`src/logic/ttx_pkg.sv`:
```
// Package with register map, field positions, timing and carrier types of the tone host port.
package ttx_pkg;

    // ------------------------------------------------------------------
    // Register selection and field positions
    // ------------------------------------------------------------------
    localparam logic SEL_DATA = 1'h0;
    localparam logic SEL_CTRL = 1'h1;
    localparam int CPA_TONE_OUT = 0;
    localparam int CPA_MODE = 1;
    localparam int CPA_IRQ_EN = 2;
    localparam int CPA_STEER = 3;
    localparam int CSB_BURST_N = 0;
    localparam int CSB_TEST = 1;
    localparam int CSB_SINGLE = 2;
    localparam int CSB_COLUMN = 3;
    localparam int STS_IRQ = 0;
    localparam int STS_TX_READY = 1;
    localparam int STS_RX_VALID = 2;
    localparam int STS_STEER_N = 3;
    localparam logic [3:0] CTRL_RESET = 4'h0;
    localparam logic [3:0] CODE_RESET = 4'h0;
    localparam logic TX_READY_RESET = 1'h1;

    // ------------------------------------------------------------------
    // Burst timing: 51 ms in tone mode, doubled to 102 ms in progress mode
    // ------------------------------------------------------------------
    localparam int CLK_MHZ = 100;
    localparam int BURST_TONE_MS = 51;
    localparam int BURST_TONE_CYC = BURST_TONE_MS * 1000 * CLK_MHZ;
    localparam int BURST_PROG_MS = 102;
    localparam int BURST_PROG_CYC = BURST_PROG_MS * 1000 * CLK_MHZ;

    // Burst sequencer states.
    typedef enum logic [1:0] {
        TTX_IDLE,
        TTX_BURST,
        TTX_PAUSE
    } ttx_burst_t;

    // Host bus request bundle.
    typedef struct packed {
        logic strobe;
        logic sel;
        logic rd;
        logic [3:0] wdata;
    } ttx_bus_t;

    // Configuration decoded from both control registers.
    typedef struct packed {
        logic tone_out;
        logic prog_mode;
        logic irq_en;
        logic burst_n;
        logic test;
        logic single;
        logic column;
    } ttx_cfg_t;

endpackage : ttx_pkg

```
`src/logic/ttx_host_port.sv`:
```
// Host register port of the tone transceiver with burst timer and interrupt pin.
`timescale 1ns/1ps

module ttx_host_port
    import ttx_pkg::*;
#(
    parameter int BURST_TONE_CYCLES = BURST_TONE_CYC,
    parameter int BURST_PROG_CYCLES = BURST_PROG_CYC
) (
    input wire logic clk_sys,
    input wire logic reset,
    input wire logic clk_en,
    input wire logic soft_reset,
    input wire ttx_bus_t bus_req,
    output logic [3:0] rdata,
    input wire logic rx_valid_pin,
    input wire logic [3:0] rx_code_pin,
    input wire logic delayed_steer_pin,
    input wire logic progress_tone_pin,
    output logic [3:0] tx_code,
    output logic tx_active,
    output ttx_cfg_t cfg,
    output logic interrupt_progress_pin_out,
    output logic interrupt_progress_pin_oe
);

    // ------------------------------------------------------------------
    // Input synchronisers
    // ------------------------------------------------------------------
    // Both stages of the pin synchroniser and the valid-edge history.
    logic [6:0] sync1_q;
    logic [6:0] sync2_q;
    logic rx_valid_s;
    logic [3:0] rx_code_s;
    logic steer_s;
    logic prog_s;
    logic rx_valid_last_q;

    // Two flops for every pin from the analogue receiver side.
    always_ff @(posedge clk_sys or posedge reset) begin
        if (reset) begin
            sync1_q <= 7'h00;
            sync2_q <= 7'h00;
        end else if (clk_en) begin
            sync1_q <= {rx_valid_pin, rx_code_pin, delayed_steer_pin, progress_tone_pin};
            sync2_q <= sync1_q;
        end
    end
    // Only the second stage is read, so a metastable first stage never reaches logic.
    assign {rx_valid_s, rx_code_s, steer_s, prog_s} = sync2_q;

    // ------------------------------------------------------------------
    // Register state
    // ------------------------------------------------------------------
    // Host-visible registers, status flags and sequencer state.
    logic [3:0] ctrl_a_q, ctrl_a_d;
    logic [3:0] ctrl_b_q, ctrl_b_d;
    logic steer_q, steer_d;
    logic [3:0] tx_code_q, tx_code_d;
    logic [3:0] rx_code_q, rx_code_d;
    logic rx_flag_q, rx_flag_d;
    logic rx_irq_q, rx_irq_d;
    logic tx_ready_q, tx_ready_d;
    logic tx_irq_q, tx_irq_d;
    logic [3:0] rdata_q, rdata_d;
    ttx_burst_t burst_q, burst_d;
    logic [31:0] cnt_q, cnt_d;
    // Decoded strobes and helpers of the receive and burst paths.
    logic wr_data, rd_data, wr_ctrl, rd_stat;
    logic rx_new, tx_done;
    logic [31:0] burst_len;

    // Request decode from select line and direction.
    assign wr_data = bus_req.strobe && bus_req.sel == SEL_DATA && !bus_req.rd;
    assign rd_data = bus_req.strobe && bus_req.sel == SEL_DATA && bus_req.rd;
    assign wr_ctrl = bus_req.strobe && bus_req.sel == SEL_CTRL && !bus_req.rd;
    assign rd_stat = bus_req.strobe && bus_req.sel == SEL_CTRL && bus_req.rd;

    // Decoded configuration seen by the tone paths.
    always_comb begin
        cfg.tone_out = ctrl_a_q[CPA_TONE_OUT];
        cfg.prog_mode = ctrl_a_q[CPA_MODE];
        cfg.irq_en = ctrl_a_q[CPA_IRQ_EN];
        cfg.burst_n = ctrl_b_q[CSB_BURST_N];
        cfg.test = ctrl_b_q[CSB_TEST];
        cfg.single = ctrl_b_q[CSB_SINGLE];
        cfg.column = ctrl_b_q[CSB_COLUMN];
    end

    // A new code is captured on the rising edge of the valid pin, tone mode only.
    assign rx_new = rx_valid_s && !rx_valid_last_q && !cfg.prog_mode;
    // The burst length follows the mode at the moment a phase begins.
    assign burst_len = cfg.prog_mode ? 32'(BURST_PROG_CYCLES) : 32'(BURST_TONE_CYCLES);
    // The transmitter turns ready on the last cycle of the pause.
    assign tx_done = burst_q == TTX_PAUSE && cnt_q == 32'h0000_0001;

    // Next values of control, data and status state.
    always_comb begin
        ctrl_a_d = ctrl_a_q;
        ctrl_b_d = ctrl_b_q;
        steer_d = steer_q;
        tx_code_d = tx_code_q;
        rx_code_d = rx_code_q;
        rx_flag_d = rx_flag_q;
        rx_irq_d = rx_irq_q;
        tx_ready_d = tx_ready_q;
        tx_irq_d = tx_irq_q;
        rdata_d = rdata_q;
        // Control writes follow the steering bit left by the previous control write.
        if (wr_ctrl) begin
            if (steer_q) begin
                ctrl_b_d = bus_req.wdata;
                steer_d = 1'b0;
            end else begin
                ctrl_a_d = bus_req.wdata;
                steer_d = bus_req.wdata[CPA_STEER];
            end
        end
        // A new transmit code withdraws ready until a burst pause runs out or a software reset restores it.
        if (wr_data) begin
            tx_code_d = bus_req.wdata;
            tx_ready_d = 1'b0;
            tx_irq_d = 1'b0;
        end
        // A data read returns the held receive code; writes never reach it.
        if (rd_data) begin
            rdata_d = rx_code_q;
        end
        // A status read reports the flags and clears the receive flag and interrupts.
        if (rd_stat) begin
            rdata_d = 4'h0;
            rdata_d[STS_IRQ] = rx_irq_q || tx_irq_q;
            rdata_d[STS_TX_READY] = tx_ready_q;
            rdata_d[STS_RX_VALID] = rx_flag_q;
            rdata_d[STS_STEER_N] = !steer_s;
            rx_flag_d = 1'b0;
            rx_irq_d = 1'b0;
            tx_irq_d = 1'b0;
        end
        // Hardware events win over a coincident status-read clear.
        if (rx_new) begin
            rx_code_d = rx_code_s;
            rx_flag_d = 1'b1;
            rx_irq_d = 1'b1;
        end
        if (tx_done) begin
            tx_ready_d = 1'b1;
            tx_irq_d = 1'b1;
        end
        // Software reset comes last so that it overrides coincident events on control, flags and ready; codes and read data still load.
        if (soft_reset) begin
            ctrl_a_d = CTRL_RESET;
            ctrl_b_d = CTRL_RESET;
            steer_d = 1'b0;
            rx_flag_d = 1'b0;
            rx_irq_d = 1'b0;
            tx_irq_d = 1'b0;
            tx_ready_d = TX_READY_RESET;
        end
    end

    // Registers of the host-visible state; values held until rewritten.
    always_ff @(posedge clk_sys or posedge reset) begin
        if (reset) begin
            ctrl_a_q <= CTRL_RESET;
            ctrl_b_q <= CTRL_RESET;
            steer_q <= 1'b0;
            tx_code_q <= CODE_RESET;
            rx_code_q <= CODE_RESET;
            rx_flag_q <= 1'b0;
            rx_irq_q <= 1'b0;
            tx_ready_q <= TX_READY_RESET;
            tx_irq_q <= 1'b0;
            rdata_q <= 4'h0;
            rx_valid_last_q <= 1'b0;
        end else if (clk_en) begin
            ctrl_a_q <= ctrl_a_d;
            ctrl_b_q <= ctrl_b_d;
            steer_q <= steer_d;
            tx_code_q <= tx_code_d;
            rx_code_q <= rx_code_d;
            rx_flag_q <= rx_flag_d;
            rx_irq_q <= rx_irq_d;
            tx_ready_q <= tx_ready_d;
            tx_irq_q <= tx_irq_d;
            rdata_q <= rdata_d;
            rx_valid_last_q <= rx_valid_s;
        end
    end

    // ------------------------------------------------------------------
    // Burst sequencer: burst, equal pause, then transmitter ready
    // ------------------------------------------------------------------
    always_comb begin
        burst_d = burst_q;
        cnt_d = cnt_q;
        // Each phase counts down from the burst length, so the pause equals the burst.
        case (burst_q)
            TTX_IDLE: begin
                if (wr_data && !cfg.burst_n) begin
                    burst_d = TTX_BURST;
                    cnt_d = burst_len;
                end
            end
            TTX_BURST: begin
                if (cnt_q <= 32'h0000_0001) begin
                    burst_d = TTX_PAUSE;
                    cnt_d = burst_len;
                end else begin
                    cnt_d = cnt_q - 32'h0000_0001;
                end
            end
            TTX_PAUSE: begin
                if (cnt_q <= 32'h0000_0001) begin
                    burst_d = TTX_IDLE;
                    cnt_d = 32'h0000_0000;
                end else begin
                    cnt_d = cnt_q - 32'h0000_0001;
                end
            end
            default: begin
                burst_d = TTX_IDLE;
                cnt_d = 32'h0000_0000;
            end
        endcase
        // Leaving burst mode or a software reset aborts a running burst.
        if (soft_reset || cfg.burst_n) begin
            burst_d = TTX_IDLE;
            cnt_d = 32'h0000_0000;
        end
    end

    // Sequencer registers.
    always_ff @(posedge clk_sys or posedge reset) begin
        if (reset) begin
            burst_q <= TTX_IDLE;
            cnt_q <= 32'h0000_0000;
        end else if (clk_en) begin
            burst_q <= burst_d;
            cnt_q <= cnt_d;
        end
    end

    // ------------------------------------------------------------------
    // Outputs and the open-drain pin
    // ------------------------------------------------------------------
    // Registered pin level, so the pin never glitches on decode.
    logic pin_low_q, pin_low_d;

    // Pin low means interrupt, steering in test mode or, in progress mode with interrupts enabled, the tone wave low.
    always_comb begin
        pin_low_d = 1'b0;
        if (cfg.prog_mode) begin
            pin_low_d = cfg.irq_en && !prog_s;
        end else if (cfg.test) begin
            // Test mode shows the steering inverted: low while a tone is valid.
            pin_low_d = steer_s;
        end else if (cfg.irq_en) begin
            // Transmit-ready counts only while burst mode is selected.
            pin_low_d = rx_irq_q || (tx_irq_q && !cfg.burst_n);
        end
    end

    // Pin driver register.
    always_ff @(posedge clk_sys or posedge reset) begin
        if (reset) begin
            pin_low_q <= 1'b0;
        end else if (clk_en) begin
            pin_low_q <= pin_low_d;
        end
    end

    // Open drain: the pin is only ever driven low, through its enable.
    assign interrupt_progress_pin_out = 1'b0;
    assign interrupt_progress_pin_oe = !pin_low_q; // Low enable means pulling low.
    // Data outputs come straight from their registers.
    assign rdata = rdata_q;
    assign tx_code = tx_code_q;
    // Tone output gated by enable and, in burst mode, by the burst phase.
    assign tx_active = cfg.tone_out && (cfg.burst_n || burst_q == TTX_BURST);

endmodule : ttx_host_port

```
`config.mk`:
```
export PLATFORM = sky130hd
export DESIGN_NAME = ttx_host_port
export DESIGN_NICKNAME = d
export VERILOG_FILES = /design/src/logic/ttx_pkg.sv /design/src/logic/ttx_host_port.sv
export SDC_FILE = /design/constraint.sdc
export NUM_CORES = 1
export LEC_CHECK = 0
export BUFFER_PORTS_ARGS = -buffer_cell sky130_fd_sc_hd__buf_2
export CAP_MARGIN = 20
export CORE_ASPECT_RATIO = 1.25
export CORE_MARGIN = 4
export CORE_UTILIZATION = 64
export DETAILED_ROUTE_END_ITERATION = 8
export GPL_ROUTABILITY_DRIVEN = 0
export HOLD_SLACK_MARGIN = 0.12
export PLACE_DENSITY = 0.85
export SKIP_LAST_GASP = 1
export SYNTH_ARGS = -nofsm -noshare
export SYNTH_HDL_FRONTEND = slang
export SYNTH_SLANG_ARGS = --single-unit
export TNS_END_PERCENT = 1
```
`constraint.sdc`:
```
create_clock -name clk_sys -period 4.9 [get_ports clk_sys]
set_input_delay 0.98 -clock clk_sys [delete_from_list [all_inputs] [get_ports clk_sys]]
set_output_delay 0.98 -clock clk_sys [all_outputs]
set_load 0.1 [all_outputs]
```
==> results.tsv, run 1 <==
stage	metric	value	unit
run_status	status	completed	
synthesis	number of synthesized flops with an enable pin	0	
clock_network	Hold-fix buffers, CTS	0	
synthesis	Main synth FF type	dfrtp_1	
worst_setup_path	Worst setup SP type	input port	
worst_setup_path	WS Path Type	input port to register	
detailed_routing	antenna-violating nets left	0	
worst_setup_path	CP max stage delay	660	ps
placed_design	post-DP HPWL	6270	µm
synthesis	post-synthesis mux area share	7.55	%
clock_network	clock sink total	73	
synthesis	Mapped Area	3880	µm²
final_layout	Antenna Cells	0	
synthesis	combinational family with the most area after synthesis	simple AND/OR/NAND/NOR gates	
synthesis	Mean Syn Cell Area	9.79	µm²
final_layout	Finished Cell Area	4320	µm²
synthesis	number of synthesized register bits	73	
synthesis	compound-gate portion of the synthesized area	15.1	%
min_path	min-delay worst type	register to register	
final_layout	Fillers	405	
sta	Slew @ Worst Pin	987	ps
global_route	Tot GR Track Use	25.0	%
floorplanning	I/O pin count	36	
clock_network	CTS tree	built	
global_route	largest net degree at the start of global routing	41	
final_layout	layout cells sized above 1	23.8	%
detailed_routing	DRT Wirelength	8910	µm
floorplanning	row cnt	31	
detailed_routing	Pre-antenna DRT Iters	7	
worst_setup_path	worst setup path startpoint	clk_en	
sta	TNS Setup	0	ps
global_route	initial antenna violation count	0	
worst_setup_path	crit-path max FO	35	
synthesis	post-synth top area cell	dfrtp_1	
min_path	hold path start	rdata[2]	
synthesis	simple-gate share of the synthesized area	22.7	%
synthesis	Mapped Nets	416	
floorplanning	Starting Density	66.2	%
clock_network	Resized cells post-CTS	0	
floorplanning	die footprint	7380	µm²
detailed_routing	drt wl/cell	17.3	µm
clock_network	total CTS buffers	9	
global_route	grt total ovfl	0	
worst_setup_path	Crit-path slowest cell	nor4_1	
worst_setup_path	crit-path cells	buf_2 > nor4bb_1 > buf_4 > a21oi_2 > buf_4 > nor4_1 > nand2b_1 > xor2_1 > nor2_1	
synthesis	xor-xnor portion of the synthesized cell area	3.84	%
placed_design	Buffers on Ports	34	
sta	skew final	10.4	ps
synthesis	Post-Synth Adder-Cell Area	0.645	%
final_layout	nets@finish	447	
synthesis	FFs w/ async S/R, synth	100	%
worst_setup_path	CP arrival	3390	ps
worst_setup_path	cell family with most CP delay	simple AND/OR/NAND/NOR gates	
synthesis	share of Yosys cell area claimed by the top area cell type	46.5	%
final_layout	post-layout util	73.7	%
worst_setup_path	most used cell, CP	buf_4	
detailed_routing	Residual DRC	0	
sta	final period utilization	64.4	%
sta	hold slack	480	ps
clock_network	Worst-Skew Late Latency	370	ps
floorplanning	chip width	77.6	µm
worst_setup_path	worst path bufs/invs	3	
synthesis	Mapped Cells	396	
sta	Final Setup Violations	0	
global_route	number of global-route vias before repair	3156	
sta	Slew Limit Fails	0	
sta	Hold Vio Cnt, Final	0	
global_route	first-pass GRT wire length	14400	µm
sta	RSZ-0062 raised after global routing	no	
placed_design	DP Area	4090	µm²
detailed_routing	drt initial violations	328	
clock_network	Root Buffer	clkbuf_8	
detailed_routing	via count	3226	
floorplanning	core area	5860	µm²
worst_setup_path	crit end category	register	
sta	Slew headroom	33.3	%
clock_network	clock transition at the registers of the reported paths	90	ps
worst_setup_path	Critical Path RT	5130	ps
worst_setup_path	r2r startpoint	cnt_q[5]	
final_layout	Layout area overhead	11.4	%
run	max-cap violation count	0	
floorplanning	chip height	95.0	µm
clock_network	# H-tree levels	3	
synthesis	synth top area cells	dfrtp_1 46%, mux2_2 7.6%, nand2_1 5.3%, o21ai_0 3.7%, nor2_1 2.8%	
sta	Tmin final	3160	ps
power_and_ir_drop	worst vdd ir	345	µV
clock_network	number of post-CTS setup repair buffers	0	
detailed_routing	Vias/cell	6.28	
synthesis	sequential fraction of the synthesis area	47.1	%
power_and_ir_drop	PwrDens	597	nW/µm²
power_and_ir_drop	Leakage	0.00197	µW
synthesis	Synth cell types	60	
synthesis	Syn. warnings	0	
clock_network	CTS max path bufs	2	
sta	Fmax	317	MHz
-- sequential cells by signal, indices dropped and copies added, names as in the netlist, 2 cells and up --
name and cells:
ctrl_b_q 4, cnt_q 32, burst_q 2, tx_code 4, rdata 4, ctrl_a_q 3, rx_code_q 4, sync1_q 7
sync2_q 7
-- cells in the mapped netlist (3+ instances only) --
cell and instances:
clkbuf_1 11, o21ai_0 29, xnor2_1 9, o22ai_1 4, nor3_1 11, nor2_1 29, xor2_1 8, or2_2 7
nand4_1 11, nand2_1 55, nand2b_1 4, nor4_1 6, or3_1 6, buf_2 3, o21a_1 3, inv_1 8
dfrtp_1 72, a21oi_1 11, or4_1 4, mux2_2 26, a31oi_1 5, nor2b_1 5, o311ai_0 5, o211ai_1 5
nand3_1 13, a221o_1 4
-- per-layer routing --
metal | wire (µm) | global-route usage, %
met1 | 3550 | 28.7
met2 | 4620 | 45.4
met3 | 493 | 3.97
met4 | 243 | 12.0
met5 | 0 | 0
-- per-stage QoR --
step                setup slack (ps)  total power, µW  std cells
floorplan                       2060             1790        396
global placement                1600             1990        498
detailed placement              1380             2020        498
CTS                             1760             2560        514
global route                    1450             2710        514
finish                          1740             2580        514
-- logic make-up (layout without fill, tap and decap cells) --
group / Yosys count / count (layout)
other: 1 / 1
flip-flops: 73 / 73
AO/OA/AOI/OAI: 84 / 84
adder cells (fa/ha/maj): 2 / 2
multiplexers: 26 / 26
buffers and inverters: 25 / 61
AND/OR/NAND/NOR: 168 / 168
XOR/XNOR: 17 / 17
-- layout by cell type, fill, tap and decap left out, drive strengths merged, types with 3 or more instances in the layout --
cell / n
nor3: 12
o41ai: 3
mux2: 26
o211ai: 5
xor2: 8
nand4: 11
nand3: 13
nor4: 9
o21ai: 29
o22ai: 4
or4: 5
clkbuf: 9
inv: 10
nor2: 31
dfrtp: 72
a21oi: 11
nand2: 56
o311ai: 5
a221o: 4
or2: 8
nand2b: 4
or3: 7
nor2b: 5
o21a: 3
buf: 37
a31oi: 5
xnor2: 9
-- cell type report --
type                            count  area [µm²]  share of cell area (%)
Multi-Input combinational cell    298        1940                    44.9
Sequential cell                    73        1830                    42.3
Timing Repair Buffer               37         193                    4.46
Clock buffer                        9         124                    2.87
Tap cell                           82         103                    2.38
Clock inverter                      7         101                    2.35
Inverter                            8        30.0                   0.695
-- where the power goes --
| group | leakage [µW] | switching (µW) | internal [µW] |
|---|---|---|---|
| Clock | 0.000106 | 245 | 291 |
| Sequential | 0.000943 | 143 | 736 |
| Combinational | 0.000918 | 777 | 385 |
| Total | 0.00197 | 1170 | 1410 |
-- path summary, 6_finish.rpt --
path / slack, ps / end / cells after the start
hold reg to reg: 480 / rdata[2] / 2
setup reg to reg: 1980 / cnt_q[12] / 5
hold / removal: 480 / rdata[2] / 2
min in group asynchronous: 770 / tx_code[0] / 2
max in group asynchronous: 3170 / tx_ready_q / 3
setup / recovery: 1740 / cnt_q[30] / 9
-- worst reg2reg max path, cell delays in order, from the launching register on --
cell,delay [ps]
dfrtp_1,460
nor3_2,420
nand4_1,360
nor4_2,930
o21ai_0,430
o311ai_0,200
(Power assumes the default switching activity.)
==> run 2: changes to the inputs <==
CORE_UTILIZATION = 54   (was 64)
PLACE_DENSITY = 0.76   (was 0.85)
clock period = 2.8 ns   (was 4.9 ns; I/O delays follow)
==> run 2 against run 1 <==
Core utilization shrank 9.6 points. Total power grew 81%. First-iteration DRC count shrank 36%. Die area grew 17%. Worst setup slack lost 1500 ps. Sequential power grew 74%.
==> results.tsv, run 2 (same netlist as run 1, synthesis figures left out) <==
stage	metric	value	unit
sta	setup ws final	271	ps
clock_network	# H-tree levels	3	
global_route	first-pass GRT wire length	16300	µm
worst_setup_path	worst setup path startpoint	cnt_q[25]	
worst_setup_path	reg2reg path depth	6	
final_layout	max reg flops	32	
final_layout	Layout area overhead	15.5	%
sta	Final Setup Violations	0	
placed_design	Buffers on Ports	34	
sta	Tmin final	2530	ps
power_and_ir_drop	Leakage	0.00207	µW
sta	Hold Vio Cnt, Final	0	
detailed_routing	highest routing layer actually used	met4	
detailed_routing	routed wl met3	542	µm
floorplanning	Starting Density	55.6	%
worst_setup_path	CP arrival	2820	ps
clock_network	CTS max path bufs	2	
floorplanning	chip width	83.8	µm
placed_design	DP Area	4240	µm²
placed_design	post-DP HPWL	7070	µm
global_route	number of global-route vias before repair	3515	
floorplanning	die footprint	8610	µm²
sta	Slew headroom	50.7	%
power_and_ir_drop	PwrDens	1040	nW/µm²
floorplanning	chip height	103	µm
sta	RSZ-0062 raised after global routing	no	
worst_setup_path	Worst setup SP type	register	
worst_setup_path	R2R Setup Slk	270	ps
clock_network	clock transition at the registers of the reported paths	80	ps
worst_setup_path	crit end category	register	
clock_network	Resized cells post-CTS	0	
worst_setup_path	crit-path max FO	9	
sta	Fmax	395	MHz
run_status	status	completed	
detailed_routing	Routed met1 length	3810	µm
clock_network	total CTS buffers	9	
clock_network	clock sink total	73	
floorplanning	I/O pin count	36	
min_path	min-delay worst type	input port to register	
final_layout	post-layout util	64.2	%
sta	final period utilization	90.3	%
worst_setup_path	Reg2Reg Capture Point	cnt_q[19]	
global_route	Tot GR Track Use	23.7	%
detailed_routing	antenna-violating nets left	0	
run	max-cap violation count	0	
detailed_routing	routed wl met2	4930	µm
detailed_routing	DRT Wirelength	9630	µm
final_layout	Antenna Cells	0	
power_and_ir_drop	worst vdd ir	703	µV
detailed_routing	Pre-antenna DRT Iters	6	
sta	skew final	6.90	ps
final_layout	commonest non-fill, non-tap cell in the layout	dfrtp_1	
final_layout	layout cells sized above 1	26.8	%
sta	TNS Setup	0	ps
floorplanning	row cnt	34	
floorplanning	core area	6980	µm²
final_layout	commonest non-fill, non-tap cells in the layout	72 x dfrtp_1, 55 x nand2_1, 34 x buf_2	
detailed_routing	drt wl/cell	17.8	µm
clock_network	CTS tree	built	
sta	Slew Limit Fails	0	
final_layout	Biggest register	cnt_q	
global_route	initial antenna violation count	0	
worst_setup_path	Critical Path RT	3090	ps
final_layout	nets@finish	466	
worst_setup_path	r2r startpoint	cnt_q[25]	
placed_design	DP Worst Slack	247	ps
global_route	grt total ovfl	0	
sta	Slew @ Worst Pin	732	ps
detailed_routing	via count	3388	
worst_setup_path	WS Path Type	register to register	
final_layout	Finished Cell Area	4480	µm²
detailed_routing	Vias/cell	6.26	
global_route	largest net degree at the start of global routing	36	
detailed_routing	Residual DRC	0	
clock_network	Root Buffer	clkbuf_8	
final_layout	Top Registers	cnt_q (32), sync1_q (7), sync2_q (7)	
clock_network	Worst-Skew Late Latency	350	ps
worst_setup_path	CP endpoint	cnt_q[19]	
detailed_routing	drt initial violations	211	
final_layout	Fillers	586	
-- run 2: repair_timing --
action | in CTS | in global routing
hold buffers | 1 | 0
hold endpoints to repair | 7 | 0
setup buffers | 0 | 0
-- run 2: layout make-up --
type	count	area [µm²]	share of cell area (%)
multi-input combinational	298	1940	43.3
sequential	73	1830	40.8
timing repair buffer	56	338	7.55
clock buffer	10	138	3.07
tap	90	113	2.52
clock inverter	6	90.1	2.01
inverter	8	30.0	0.671
-- run 2: power breakdown --
part	internal [µW]	switching, µW	leakage, µW
clock network	529	419	0.000113
registers	1290	242	0.000943
logic	782	1400	0.00101
-- run 2: worst min-delay path by stage --
stage / end / slack, ps / cells after the start / from
6_report: tx_code[0] / 410 / 3 / bus_req[0]
5_1_grt: tx_code[0] / 420 / 3 / bus_req[0]
4_1_cts: tx_code[0] / 410 / 3 / bus_req[0]
3_5_place_dp: ctrl_a_q[2] / 460 / 2 / reset
3_3_place_gp: tx_ready_q / 450 / 2 / tx_ready_q
2_1_floorplan: tx_ready_q / 430 / 2 / tx_ready_q
-- run 2: worst max-delay path, cell delays in order (launching register included) --
cell	delay [ps]
dfrtp_1	410
or3_4	400
or4_4	550
o41ai_4	530
nand2_1	180
nor4_1	230
a221o_1	170
-- run 2: layer usage --
metal,vias to the layer above,track usage (%)
met4,0,13.2
met3,30,5.12
met5,-,0
met1,1675,26.3
li1,1539,-
met2,144,42.7
-- run 2: stage by stage --
stage / cells / hold WS [ps] / total power (µW)
6_report: 541 / 410 / 4660
2_1_floorplan: 396 / 434 / 3130
4_1_cts: 541 / 408 / 4640
3_5_place_dp: 524 / 458 / 3680
3_3_place_gp: 524 / 445 / 3630
5_1_grt: 541 / 415 / 4940
==> run 3: changes to the inputs <==
BUFFER_PORTS_ARGS = -buffer_cell sky130_fd_sc_hd__buf_4   (was -buffer_cell sky130_fd_sc_hd__buf_2)
==> run 3 against run 2 <==
Core utilization up 0.16 points. Via count down 0.53%. Combinational power about the same. Critical path depth unchanged. Non-clock buffer count down 5. Wire length up 0.26%. Global-route usage down 0.33 points. Clock skew up 2.2 ps. Register-to-register slack better by 30 ps. Worst hold slack worse by 200 ps. Largest power group unchanged. Highest routed layer unchanged.
==> results.tsv, run 3 (same netlist as run 1, synthesis figures left out) <==
stage	metric	value	unit
detailed_routing	via count	3370	
worst_setup_path	reg2reg path depth	6	
placed_design	Buffers on Ports	34	
clock_network	CTS max path bufs	2	
worst_setup_path	CP max stage delay	550	ps
worst_setup_path	WS Path Type	register to register	
global_route	first-pass GRT wire length	15900	µm
clock_network	CTS tree	built	
floorplanning	Starting Density	55.6	%
worst_setup_path	CP arrival	2680	ps
floorplanning	die footprint	8610	µm²
min_path	min-delay worst type	input port to async pin	
final_layout	layout cells sized above 1	26.2	%
final_layout	Antenna Cells	0	
sta	Slew Limit Fails	0	
worst_setup_path	Crit-path slowest cell	or4_4	
clock_network	# H-tree levels	3	
floorplanning	I/O pin count	36	
floorplanning	chip width	83.8	µm
final_layout	Biggest register	cnt_q	
power_and_ir_drop	Seq pwr share	33.4	%
worst_setup_path	worst setup path startpoint	cnt_q[25]	
detailed_routing	drt wl/cell	18.0	µm
sta	Slew @ Worst Pin	573	ps
clock_network	Hold-fix buffers, CTS	0	
power_and_ir_drop	clock power share	18.3	%
clock_network	clock sink total	73	
floorplanning	row cnt	34	
sta	Slew headroom	61.6	%
worst_setup_path	r2r startpoint	cnt_q[25]	
final_layout	Fillers	565	
clock_network	Root Buffer	clkbuf_8	
power_and_ir_drop	Comb pwr share	48.3	%
worst_setup_path	Worst setup SP type	register	
final_layout	Layout area overhead	15.7	%
clock_network	number of post-CTS setup repair buffers	0	
final_layout	Top Registers	cnt_q (32), sync1_q (7), sync2_q (7)	
sta	final period utilization	89.3	%
detailed_routing	Residual DRC	0	
sta	RSZ-0062 raised after global routing	no	
sta	Tmin final	2500	ps
power_and_ir_drop	worst vdd ir	641	µV
clock_network	Resized cells post-CTS	0	
final_layout	nets@finish	461	
worst_setup_path	R2R Setup Slk	300	ps
clock_network	total CTS buffers	9	
worst_setup_path	Critical Path RT	2980	ps
power_and_ir_drop	Leakage	0.00205	µW
floorplanning	core area	6980	µm²
sta	skew final	9.13	ps
power_and_ir_drop	P_sw	2070	µW
clock_network	clock transition at the registers of the reported paths	80	ps
worst_setup_path	CP endpoint	cnt_q[12]	
clock_network	Worst-Skew Late Latency	360	ps
run	max-cap violation count	0	
final_layout	commonest non-fill, non-tap cells in the layout	72 x dfrtp_1, 55 x nand2_1, 51 x buf_4	
placed_design	post-DP HPWL	7020	µm
worst_setup_path	crit end category	register	
global_route	initial antenna violation count	0	
global_route	grt total ovfl	0	
detailed_routing	Pre-antenna DRT Iters	7	
sta	Final Setup Violations	0	
final_layout	commonest non-fill, non-tap cell in the layout	dfrtp_1	
worst_setup_path	crit-path max FO	9	
detailed_routing	Vias/cell	6.29	
worst_setup_path	crit-path cells	or3_4 > or4_4 > o41ai_4 > o21ai_0 > nand2_1 > o311ai_0	
power_and_ir_drop	P_int	2510	µW
sta	Hold Vio Cnt, Final	0	
detailed_routing	drt initial violations	326	
placed_design	DP Worst Slack	282	ps
sta	Fmax	400	MHz
worst_setup_path	Reg2Reg Capture Point	cnt_q[12]	
run_status	status	completed	
detailed_routing	DRT Wirelength	9660	µm
sta	setup ws final	300	ps
floorplanning	chip height	103	µm
global_route	largest net degree at the start of global routing	30	
global_route	Tot GR Track Use	23.4	%
sta	TNS Setup	0	ps
detailed_routing	antenna-violating nets left	0	
global_route	number of global-route vias before repair	3347	
power_and_ir_drop	Net Sw Frac	45.2	%
final_layout	max reg flops	32	
power_and_ir_drop	PwrDens	1020	nW/µm²
## run 3: worst min path at each step
stage	startpoint	end	cells past startpoint	slack [ps]
after floorplan	tx_ready_q	tx_ready_q	2	430
after global placement	tx_ready_q	tx_ready_q	2	450
after detailed placement	tx_ready_q	tx_ready_q	2	450
after CTS	reset	ctrl_a_q[2]	2	220
after global routing	reset	ctrl_a_q[2]	2	230
final	reset	ctrl_a_q[2]	2	210
## run 3: layout make-up
class / count / area [µm²] / share of cell area (%)
clock buffer: 9 / 124 / 2.76
clock inverter: 7 / 70.1 / 1.56
inverter: 8 / 30.0 / 0.669
multi-input combinational: 298 / 1940 / 43.2
sequential: 73 / 1830 / 40.7
tap: 90 / 113 / 2.51
timing repair buffer: 51 / 383 / 8.53
## run 3: per-stage QoR
| stage | power (µW) | instance area [µm²] | hold slack [ps] | cells | util [%] |
|---|---|---|---|---|---|
| 6_report | 4580 | 4490 | 213 | 536 | 64.3 |
| 5_1_grt | 4820 | 4490 | 235 | 536 | 64.3 |
| 4_1_cts | 4570 | 4490 | 223 | 536 | 64.3 |
| 3_5_place_dp | 3720 | 4290 | 452 | 520 | 61.5 |
| 2_1_floorplan | 3130 | 3880 | 434 | 396 | - |
| 3_3_place_gp | 3680 | 4290 | 445 | 520 | 61.5 |
## run 3: critical path: cells and delay by family (launching register included)
family	cells	cell delay, ps
flip-flops	1	410
AND/OR/NAND/NOR	3	1060
AO/OA/AOI/OAI	3	850
## run 3: per-layer routing
metal	share of wire, %	vias to the layer above	GRT usage, %
met5	0	-	0
met4	4.1	0	13.5
met3	5.2	40	4.08
met2	51	146	42.0
met1	39	1653	26.5
li1	-	1531	-
## run 3: power by group through the flow
stage | logic [µW] | clock network [µW] | registers, µW
2_1_floorplan | 1340 | 0 | 1790
3_3_place_gp | 2150 | 0 | 1530
3_5_place_dp | 2170 | 0 | 1540
4_1_cts | 2190 | 848 | 1530
5_1_grt | 2380 | 887 | 1560
6_report | 2210 | 838 | 1530
